$ cat src/core/llsc_cfg.svh
// constants for the locked-load / conditional-store logic
// assumes a single core clock at 250 MHz and a synchronous reset
// What this block does
// - no lock register; lock lives in dcache
// - locked-load miss fetches block, fills clean if block not present
// - conditional store succeeds only if present, writable
// - commands only for nonspeculative conditional stores
// - locked load orders like store; wait bit
// - instruction fetch index match goes noncached
// - interrupting conditional stores fail in order
// - older eviction causes replay, abort locked load
// - stall map stage until queue empty
// - fetch flag forces branch fall-through prediction
// - conditional store miss: no command, fail
// - make-writable after retire, older stores writable
// - hold line against probes until written
// - conservative mode blocks speculative miss allocation
// - periodic mode runs 8-bit primary counter
// - backup counter forces 16K of 2M cycles
// - clearing field resets backup counter
// - system answers ok or fail; act accordingly
`ifndef LLSC_CFG_SVH
`define LLSC_CFG_SVH
`define LLSC_ADDR_WR_OFS    8'h00
`define LLSC_ADDR_RD_OFS    8'h04
`define LLSC_ADDR_BAD_OFS   8'h08
`define LLSC_MODE_LSB       0
`define LLSC_MODE_W         2
`define LLSC_MODE_RST       2'h0
`define LLSC_PRI_W          8
`define LLSC_PRI_THRESH     8'hFF
`define LLSC_BKP_W          21
`define LLSC_BKP_PERIOD     21'h1FFFFF
`define LLSC_BKP_WINDOW     21'h003FFF
`define LLSC_RESP_OKAY      2'h0
`define LLSC_RESP_SLVERR    2'h2
`endif

$ cat src/core/llsc_pkg.sv
// types shared by the locked-load / conditional-store logic
// assumes the constants header is included by users
package llsc_pkg;
  typedef enum logic [1:0] {
    LLSC_MODE_OFF,
    LLSC_MODE_FULL,
    LLSC_MODE_PERIODIC,
    LLSC_MODE_RSVD
  } llsc_mode_e;
  typedef enum logic [1:0] {
    LLSC_ST_IDLE,
    LLSC_ST_WAIT_RETIRE,
    LLSC_ST_WAIT_RESP,
    LLSC_ST_HOLD_LINE
  } llsc_state_e;
  typedef struct packed {
    logic        valid;
    logic [11:0] index;
  } llsc_ref_s;
endpackage : llsc_pkg

$ cat src/core/llsc_core.sv
// locked-load / conditional-store control with axi4-lite mode register
// assumes core-side strobes are single-cycle and synchronous to CLK_I
`timescale 1ns/10ps
`include "llsc_cfg.svh"
module llsc_core (
  // clock and reset
  input  wire logic             CLK_I,
  input  wire logic             RST_I,
  // axi4-lite slave
  input  wire logic             AWVALID_I,
  output logic                  AWREADY_O,
  input  wire logic [7:0]       AWADDR_I,
  input  wire logic             WVALID_I,
  output logic                  WREADY_O,
  input  wire logic [31:0]      WDATA_I,
  input  wire logic [3:0]       WSTRB_I,
  output logic                  BVALID_O,
  input  wire logic             BREADY_I,
  output logic [1:0]            BRESP_O,
  input  wire logic             ARVALID_I,
  output logic                  ARREADY_O,
  input  wire logic [7:0]       ARADDR_I,
  output logic                  RVALID_O,
  input  wire logic             RREADY_I,
  output logic [31:0]           RDATA_O,
  output logic [1:0]            RRESP_O,
  // locked load
  input  wire llsc_pkg::llsc_ref_s LDL_I,
  input  wire logic             LDL_MISS_I,
  input  wire logic             LDL_PRESENT_I,
  output logic                  READ_BLOCK_CMD_O,
  output logic                  FILL_CLEAN_O,
  // other memory references and issue
  input  wire llsc_pkg::llsc_ref_s MEMREF_I,
  input  wire logic             MEMREF_OLDER_I,
  input  wire logic             MEMREF_SPEC_STORE_I,
  input  wire logic             ISSUE_QUEUE_EMPTY_I,
  output logic                  REPLAY_TRAP_O,
  output logic                  ABORT_LDL_O,
  output logic                  STORE_WAIT_BIT_O,
  output logic                  LDL_AS_STORE_O,
  output logic                  MAP_STALL_O,
  output logic                  MISS_ALLOC_BLOCK_O,
  // instruction fetch and branches
  input  wire llsc_pkg::llsc_ref_s IFETCH_I,
  output logic                  IFETCH_NONCACHED_O,
  output logic                  PREDICT_FALLTHRU_O,
  input  wire logic             BR_MISPREDICT_I,
  input  wire logic             BR_COND_RETIRE_I,
  // conditional store
  input  wire llsc_pkg::llsc_ref_s STC_I,
  input  wire logic             STC_SPEC_I,
  input  wire logic             STC_HIT_I,
  input  wire logic             STC_DIRTY_I,
  input  wire logic             STC_RETIRED_I,
  input  wire logic             OLDER_STQ_WRITABLE_I,
  input  wire logic             STC_DATA_WRITTEN_I,
  output logic                  MAKE_WRITABLE_CMD_O,
  output logic                  STC_WRITE_DCACHE_O,
  output logic                  STC_DONE_O,
  output logic                  STC_SUCCESS_O,
  output logic                  PROBE_HOLD_O,
  // system controller answers
  input  wire logic             MAKE_WRITABLE_OK_RESP_I,
  input  wire logic             MAKE_WRITABLE_FAIL_RESP_I,
  input  wire logic             PROBE_INVAL_I,
  input  wire logic [11:0]      PROBE_INDEX_I
);

  // lock state: a valid flag, the locked index and a broken flag, no lock register
  logic                 lock_valid_q, lock_valid_d;
  logic [11:0]          lock_index_q, lock_index_d;
  logic                 fetch_flag_q, fetch_flag_d;
  logic                 broken_q, broken_d;
  llsc_pkg::llsc_state_e state_q, state_d;
  logic                 done_q, success_q;
  logic [`LLSC_MODE_W-1:0] mode_q;
  logic [`LLSC_PRI_W-1:0]  pri_q;
  logic [`LLSC_BKP_W-1:0]  bkp_q;
  logic                 pri_trip_q;

  function automatic logic idx_hit(input llsc_pkg::llsc_ref_s r, input logic [11:0] idx);
    idx_hit = r.valid && (r.index == idx);
  endfunction : idx_hit

  wire lock_hit_mem   = lock_valid_q && idx_hit(MEMREF_I, lock_index_q);
  wire lock_hit_stc   = lock_valid_q && idx_hit(STC_I, lock_index_q);
  wire probe_kill     = PROBE_INVAL_I && lock_valid_q && (PROBE_INDEX_I == lock_index_q)
                        && (state_q != llsc_pkg::LLSC_ST_HOLD_LINE);
  wire older_evict    = lock_hit_mem && MEMREF_OLDER_I;
  wire newer_intrude  = lock_hit_mem && !MEMREF_OLDER_I;

  assign READ_BLOCK_CMD_O = LDL_I.valid && LDL_MISS_I;
  assign FILL_CLEAN_O     = LDL_I.valid && LDL_MISS_I && !LDL_PRESENT_I;
  assign REPLAY_TRAP_O    = older_evict;
  assign ABORT_LDL_O      = older_evict;
  assign LDL_AS_STORE_O   = LDL_I.valid;
  assign STORE_WAIT_BIT_O = STC_I.valid;
  assign MAP_STALL_O      = STC_I.valid || (state_q != llsc_pkg::LLSC_ST_IDLE)
                            || (lock_valid_q && !ISSUE_QUEUE_EMPTY_I);
  assign IFETCH_NONCACHED_O = lock_valid_q && idx_hit(IFETCH_I, lock_index_q);
  assign PREDICT_FALLTHRU_O = fetch_flag_q;

  // lock tracking
  always_comb
  begin
    lock_valid_d = lock_valid_q;
    lock_index_d = lock_index_q;
    broken_d     = broken_q;
    fetch_flag_d = fetch_flag_q;
    if (LDL_I.valid)
    begin
      fetch_flag_d = 1'b1;
    end
    else if (MEMREF_I.valid || STC_I.valid)
    begin
      fetch_flag_d = 1'b0;
    end
    if (newer_intrude)
    begin
      broken_d = 1'b1;
    end
    if (older_evict || probe_kill || STC_DONE_O)
    begin
      lock_valid_d = 1'b0;
    end
    if (LDL_I.valid)
    begin
      lock_valid_d = 1'b1;
      lock_index_d = LDL_I.index;
      broken_d     = 1'b0;
    end
  end

  // conditional store sequencing
  wire stc_fail_now = STC_I.valid && (!STC_HIT_I || !lock_hit_stc || broken_q || STC_SPEC_I);
  always_comb
  begin
    state_d = state_q;
    unique case (state_q)
      llsc_pkg::LLSC_ST_IDLE:
        if (STC_I.valid && !stc_fail_now)
        begin
          state_d = STC_DIRTY_I ? llsc_pkg::LLSC_ST_HOLD_LINE : llsc_pkg::LLSC_ST_WAIT_RETIRE;
        end
      llsc_pkg::LLSC_ST_WAIT_RETIRE:
        if (!lock_valid_q)
        begin
          state_d = llsc_pkg::LLSC_ST_IDLE;
        end
        else if (STC_RETIRED_I && OLDER_STQ_WRITABLE_I)
        begin
          state_d = llsc_pkg::LLSC_ST_WAIT_RESP;
        end
      llsc_pkg::LLSC_ST_WAIT_RESP:
        if (MAKE_WRITABLE_OK_RESP_I)
        begin
          state_d = llsc_pkg::LLSC_ST_HOLD_LINE;
        end
        else if (MAKE_WRITABLE_FAIL_RESP_I)
        begin
          state_d = llsc_pkg::LLSC_ST_IDLE;
        end
      llsc_pkg::LLSC_ST_HOLD_LINE:
        if (STC_DATA_WRITTEN_I)
        begin
          state_d = llsc_pkg::LLSC_ST_IDLE;
        end
    endcase
  end

  assign MAKE_WRITABLE_CMD_O = (state_q == llsc_pkg::LLSC_ST_WAIT_RETIRE) && lock_valid_q
                               && STC_RETIRED_I && OLDER_STQ_WRITABLE_I;
  assign PROBE_HOLD_O       = (state_q == llsc_pkg::LLSC_ST_HOLD_LINE);
  assign STC_WRITE_DCACHE_O = (state_q == llsc_pkg::LLSC_ST_HOLD_LINE);

  wire fin_ok   = (state_q == llsc_pkg::LLSC_ST_HOLD_LINE) && STC_DATA_WRITTEN_I;
  wire fin_fail = stc_fail_now
                  || ((state_q == llsc_pkg::LLSC_ST_WAIT_RESP) && MAKE_WRITABLE_FAIL_RESP_I)
                  || ((state_q == llsc_pkg::LLSC_ST_WAIT_RETIRE) && !lock_valid_q);
  assign STC_DONE_O    = done_q;
  assign STC_SUCCESS_O = success_q;

  wire mode_off  = (mode_q == `LLSC_MODE_W'(llsc_pkg::LLSC_MODE_OFF));
  wire mode_full = (mode_q == `LLSC_MODE_W'(llsc_pkg::LLSC_MODE_FULL));
  wire mode_per  = (mode_q == `LLSC_MODE_W'(llsc_pkg::LLSC_MODE_PERIODIC));
  wire bkp_force = mode_per && (bkp_q <= `LLSC_BKP_WINDOW);
  wire conservative = mode_full || (mode_per && pri_trip_q) || bkp_force;
  assign MISS_ALLOC_BLOCK_O = conservative && MEMREF_SPEC_STORE_I;

  // axi4-lite slave, one access of each kind at a time
  logic aw_got_q, w_got_q;
  logic [7:0]  aw_addr_q;
  logic [31:0] w_data_q;
  logic [3:0]  w_strb_q;
  wire  do_wr   = aw_got_q && w_got_q && !BVALID_O;
  wire  wr_mode = (aw_addr_q == `LLSC_ADDR_WR_OFS);
  wire  wr_hit  = wr_mode || (aw_addr_q == `LLSC_ADDR_RD_OFS) || (aw_addr_q == `LLSC_ADDR_BAD_OFS);
  wire  mode_we = do_wr && wr_mode && w_strb_q[0];
  wire [`LLSC_MODE_W-1:0] mode_new = w_data_q[`LLSC_MODE_LSB +: `LLSC_MODE_W];
  assign AWREADY_O = !aw_got_q && !BVALID_O;
  assign WREADY_O  = !w_got_q && !BVALID_O;
  assign ARREADY_O = !RVALID_O;
  wire [31:0] rd_val =
    (ARADDR_I == `LLSC_ADDR_WR_OFS) ? {30'h0, mode_q} :
    (ARADDR_I == `LLSC_ADDR_RD_OFS) ? {8'h0, pri_q, lock_valid_q, fetch_flag_q,
                                       conservative, 1'h0, bkp_q[20:9]} :
    32'h0;
  wire rd_hit = (ARADDR_I == `LLSC_ADDR_WR_OFS) || (ARADDR_I == `LLSC_ADDR_RD_OFS);

  always_ff @(posedge CLK_I)
  begin
    if (RST_I)
    begin
      aw_got_q  <= 1'b0;
      w_got_q   <= 1'b0;
      aw_addr_q <= 8'h00;
      w_data_q  <= 32'h0;
      w_strb_q  <= 4'h0;
      BVALID_O  <= 1'b0;
      BRESP_O   <= `LLSC_RESP_OKAY;
      RVALID_O  <= 1'b0;
      RDATA_O   <= 32'h0;
      RRESP_O   <= `LLSC_RESP_OKAY;
    end
    else
    begin
      if (AWVALID_I && AWREADY_O)
      begin
        aw_got_q  <= 1'b1;
        aw_addr_q <= AWADDR_I;
      end
      if (WVALID_I && WREADY_O)
      begin
        w_got_q  <= 1'b1;
        w_data_q <= WDATA_I;
        w_strb_q <= WSTRB_I;
      end
      if (do_wr)
      begin
        aw_got_q <= 1'b0;
        w_got_q  <= 1'b0;
        BVALID_O <= 1'b1;
        BRESP_O  <= (wr_hit && aw_addr_q != `LLSC_ADDR_BAD_OFS) ? `LLSC_RESP_OKAY
                                                                : `LLSC_RESP_SLVERR;
      end
      else if (BVALID_O && BREADY_I)
      begin
        BVALID_O <= 1'b0;
      end
      if (ARVALID_I && ARREADY_O)
      begin
        RVALID_O <= 1'b1;
        RDATA_O  <= rd_val;
        RRESP_O  <= rd_hit ? `LLSC_RESP_OKAY : `LLSC_RESP_SLVERR;
      end
      else if (RVALID_O && RREADY_I)
      begin
        RVALID_O <= 1'b0;
      end
    end
  end

  // lock and store state
  always_ff @(posedge CLK_I)
  begin
    if (RST_I)
    begin
      lock_valid_q <= 1'b0;
      lock_index_q <= 12'h000;
      fetch_flag_q <= 1'b0;
      broken_q     <= 1'b0;
      state_q      <= llsc_pkg::LLSC_ST_IDLE;
      done_q       <= 1'b0;
      success_q    <= 1'b0;
    end
    else
    begin
      lock_valid_q <= lock_valid_d;
      lock_index_q <= lock_index_d;
      fetch_flag_q <= fetch_flag_d;
      broken_q     <= broken_d;
      state_q      <= state_d;
      done_q       <= fin_ok || fin_fail;
      success_q    <= fin_ok;
    end
  end

  // conservative-mode counters
  always_ff @(posedge CLK_I)
  begin
    if (RST_I)
    begin
      mode_q     <= `LLSC_MODE_RST;
      pri_q      <= `LLSC_PRI_W'(0);
      pri_trip_q <= 1'b0;
      bkp_q      <= `LLSC_BKP_W'(0);
    end
    else
    begin
      if (mode_we)
      begin
        mode_q <= mode_new;
      end
      if (!mode_per)
      begin
        pri_q      <= `LLSC_PRI_W'(0);
        pri_trip_q <= 1'b0;
      end
      else if ((BR_MISPREDICT_I || BR_COND_RETIRE_I) && pri_q != `LLSC_PRI_THRESH)
      begin
        pri_q <= pri_q + `LLSC_PRI_W'(1);
      end
      else if (pri_q == `LLSC_PRI_THRESH)
      begin
        pri_trip_q <= 1'b1;
      end
      if (mode_we && !mode_off && (mode_new == `LLSC_MODE_W'(llsc_pkg::LLSC_MODE_OFF)))
      begin
        bkp_q <= `LLSC_BKP_W'(0);
      end
      else if (mode_per)
      begin
        bkp_q <= (bkp_q == `LLSC_BKP_PERIOD) ? `LLSC_BKP_W'(0) : bkp_q + `LLSC_BKP_W'(1);
      end
    end
  end

endmodule : llsc_core

$ cat config.mk
export PLATFORM = sky130hd
export DESIGN_NAME = llsc_core
export DESIGN_NICKNAME = d
export VERILOG_FILES = /design/src/core/llsc_pkg.sv /design/src/core/llsc_core.sv
export VERILOG_INCLUDE_DIRS = /design/src /design/src/core
export SDC_FILE = /design/constraint.sdc
export NUM_CORES = 1
export LEC_CHECK = 0
export BUFFER_PORTS_ARGS = -buffer_cell sky130_fd_sc_hd__buf_2
export CORE_ASPECT_RATIO = 0.7
export CORE_UTILIZATION = 25
export DETAILED_ROUTE_END_ITERATION = 8
export GPL_TIMING_DRIVEN = 0
export PLACE_DENSITY = 0.55
export SETUP_SLACK_MARGIN = 0.3
export SLEW_MARGIN = 20
export SYNTH_ARGS = -nofsm -noshare
export SYNTH_HDL_FRONTEND = slang
export SYNTH_SLANG_ARGS = --single-unit
$ cat constraint.sdc
create_clock -name CLK_I -period 2.25 [get_ports CLK_I]
set_input_delay 0.225 -clock CLK_I [delete_from_list [all_inputs] [get_ports CLK_I]]
set_output_delay 0.225 -clock CLK_I [all_outputs]
set_load 0.05 [all_outputs]
==> run metrics <==
Fin. Hold Viols=0; gr busiest metal=met2; Power Density=595 mW/mm^2; DRT iter0 DRCs=236; Worst-Margin Slew=0.743 ns; Crit path largest cell delay=0.33 ns; fin crit period=2.03 ns; Post-synth EDFFs=0; critical path launch point=lock_index_q[10]$_SDFFE_PP0P_; largest net degree at the start of global routing=18; Fin Setup TNS=0 ns; CP Class=reg2out; max_slew headroom=50.4%; worst hold start=WDATA_I[0]; IO buf count=148; top cell family by delay on the critical path=simple AND/OR/NAND/NOR gates; Die Y=117 um; Peak VDD IR=0.421 mV; met2 Use GR=20.5%; Buf/Inv on CP=3; Die ar.=0.0194 mm^2; Max-Cap Viols=0; crit path capture type=output pin; GR Layer Usage met3=3.15%; Hold WS=0.120 ns; Hold Path Class=in2reg; Final ANT Viol Nets=0; Starting Density=25.8%; fin crit share=90.2%; Post-synth top flop=dfxtp_1; WP data arrival=1.80 ns; commonest non-fill, non-tap cell in the layout=buf_2; crit start category=register; Total Wirelength=13400 um; first-pass GRT wire length=21200 um; Remaining DRCs=11; Final Core Density=36.1%; RSZ-0062 raised after global routing=yes; H-tree Lvls=3; GPL Wtd Cong=0.836; post-synth design cell area=0.00470 mm^2; vias=4119; initial antenna violation count=0; Worst-Skew Late Latency=0.34 ns; crit-path cells=buf_4, xnor2_2, nand3_2, nor4_4, and2_4, buf_6, buf_8; FP Rows=41; GRT Total Usage=14.0%; Pre-antenna DRT Iters=7; Worst path slowest cell=nor4_4; CTS max path bufs=2; synthesized area per cell=8.97 um^2; diode count=0; routed len/inst=14.1 um; global route overflow=0; Crit Reg-Reg Startpoint=lock_index_q[2]$_SDFFE_PP0P_; endpoints failing setup=0; Die X=166 um; post-synthesis sequential area ratio=38.7%; Filler cells=1923; post-cts hold buffer count=0; M1 GR Usage=20.4%; share of layout cells above drive strength 1=45.2%; failing checks=DRC; Area Growth Syn to Fin=39.7%; most frequent cells in the layout=145 x buf_2, 73 x dfxtp_1, 66 x nor2_1; root buffer cell=clkbuf_16; Distinct cells, synth=58; IO Pins=195; Syn Inst Count=524; Final Power=0.00391 W; Slew Viols, Final=0; clock skew=0.0138 ns; Yosys warning count=0; via count of the first global-routing pass=3945; P_leak=2.78 nW; clock tree from TritonCTS=done; core area=0.0182 mm^2; ys async rst share=0%; Clock transition at path regs=0.08 ns; Nets=851; Fmax achieved=493 MHz; Seq cells post-synth=91; status=finished with violations; Critical Path RT=2.03 ns; CTS buffer count=9; Vias/cell=4.33; critical path peak fanout=5; DPL Wire Length=10300 um; CTS Sinks=91
==> metal layers <==
layer	part of all wire (%)	up-vias	wire, um
met5	0	-	0
met4	0.86	0	115
met3	6.6	10	892
met2	41	94	5510
met1	51	1878	6900
li1	-	2137	-
==> cell usage after synthesis, types with 2 or more instances <==
library cell / number / area [um^2]
dfxtp_1: 91 / 1820
nor2_1: 70 / 263
xnor2_1: 45 / 394
nand2_1: 33 / 124
xor2_1: 25 / 219
a21oi_1: 23 / 115
a22oi_2: 20 / 250
nor2_2: 20 / 125
mux2i_1: 19 / 190
nand3_1: 18 / 90.1
buf_4: 17 / 128
nand4_1: 15 / 93.8
inv_1: 14 / 52.6
buf_2: 13 / 65.1
nor3_1: 11 / 55.1
clkbuf_1: 10 / 37.5
o21ai_0: 9 / 45.0
nor4_1: 7 / 43.8
nand2b_1: 6 / 37.5
and2_1: 4 / 25.0
and4_1: 3 / 26.3
nor2b_1: 3 / 18.8
a211oi_1: 2 / 15.0
a22oi_1: 2 / 15.0
a311oi_1: 2 / 17.5
buf_12: 2 / 40.0
buf_6: 2 / 22.5
clkbuf_8: 2 / 27.5
ha_1: 2 / 25.0
nand3b_1: 2 / 15.0
nand4_2: 2 / 25.0
o2111ai_1: 2 / 17.5
o211ai_1: 2 / 15.0
o22ai_1: 2 / 12.5
==> worst paths after layout <==
| kind | slack (ns) | end | depth (start not counted) |
|---|---|---|---|
| max reg2reg | 0.38 | state_q[1]$_SDFFE_PP0P_ | 8 |
| min reg2reg | 0.46 | aw_addr_q[2]$_SDFFE_PP0P_ | 2 |
| max | 0.22 | REPLAY_TRAP_O | 7 |
| min | 0.12 | w_data_q[0]$_SDFFE_PP0P_ | 3 |
==> power breakdown <==
| part | leakage [nW] | total, W | internal (W) | switching, W |
|---|---|---|---|---|
| clock network | 0.153 | 0.00161 | 0.000914 | 0.000695 |
| logic | 1.88 | 0.000625 | 0.000272 | 0.000353 |
| registers | 0.748 | 0.00167 | 0.00165 | 0.0000248 |
| total | 2.78 | 0.00391 | 0.00283 | 0.00107 |
==> cells by family (layout without fill, tap and decap cells) <==
logic type	after synthesis	count (layout)	synth area share (%)
fa+ha+maj	2	2	0.532
xor+xnor	70	70	13.0
buf+inv	61	242	8.01
compound gates	72	72	12.3
mux	20	20	4.28
simple gates	207	207	23.0
flops	91	91	38.7
other cells	1	11	0.0798
==> what timing repair did <==
action | 4_1_cts | 5_1_grt
gates resized for setup | 57 | 29
pin swaps | 13 | 18
setup buffers | 11 | 6
setup endpoints to repair | 3 | 16
gates cloned | 0 | 0
==> worst min-delay path: stages <==
cell     delay [ns]
buf_2          0.08
mux2i_1        0.05
nor2_1         0.07
==> metrics by stage <==
step	worst slack, ns	instances	instance area [um^2]
2_1_floorplan	0.372	534	4750
3_3_place_gp	0.0711	918	5790
3_5_place_dp	0.0663	918	5790
4_1_cts	0.228	945	6420
5_1_grt	0.145	951	6570
6_report	0.220	951	6570
==> area by class of cell <==
class                   count  area [um^2]  area share [%]
multi-input cells         382         2770            42.2
flip-flops and latches     91         1850            28.1
repair buffers            165          893            13.6
plain buffers              47          393            5.98
well taps                 236          295            4.50
clock buffers              10          239            3.64
clock inverters             6         80.1            1.22
inverters                  14         52.6           0.800
==> registers in the layout, indices dropped and copies added (netlist names), 2 cells and up <==
| name | cells |
|---|---|
| RDATA_O | 23 |
| bkp_q | 21 |
| lock_index_q | 12 |
| aw_addr_q | 8 |
| pri_q | 8 |
| mode_q | 2 |
| state_q | 2 |
| w_data_q | 2 |
Note: power is estimated with default switching activity, not from simulation.
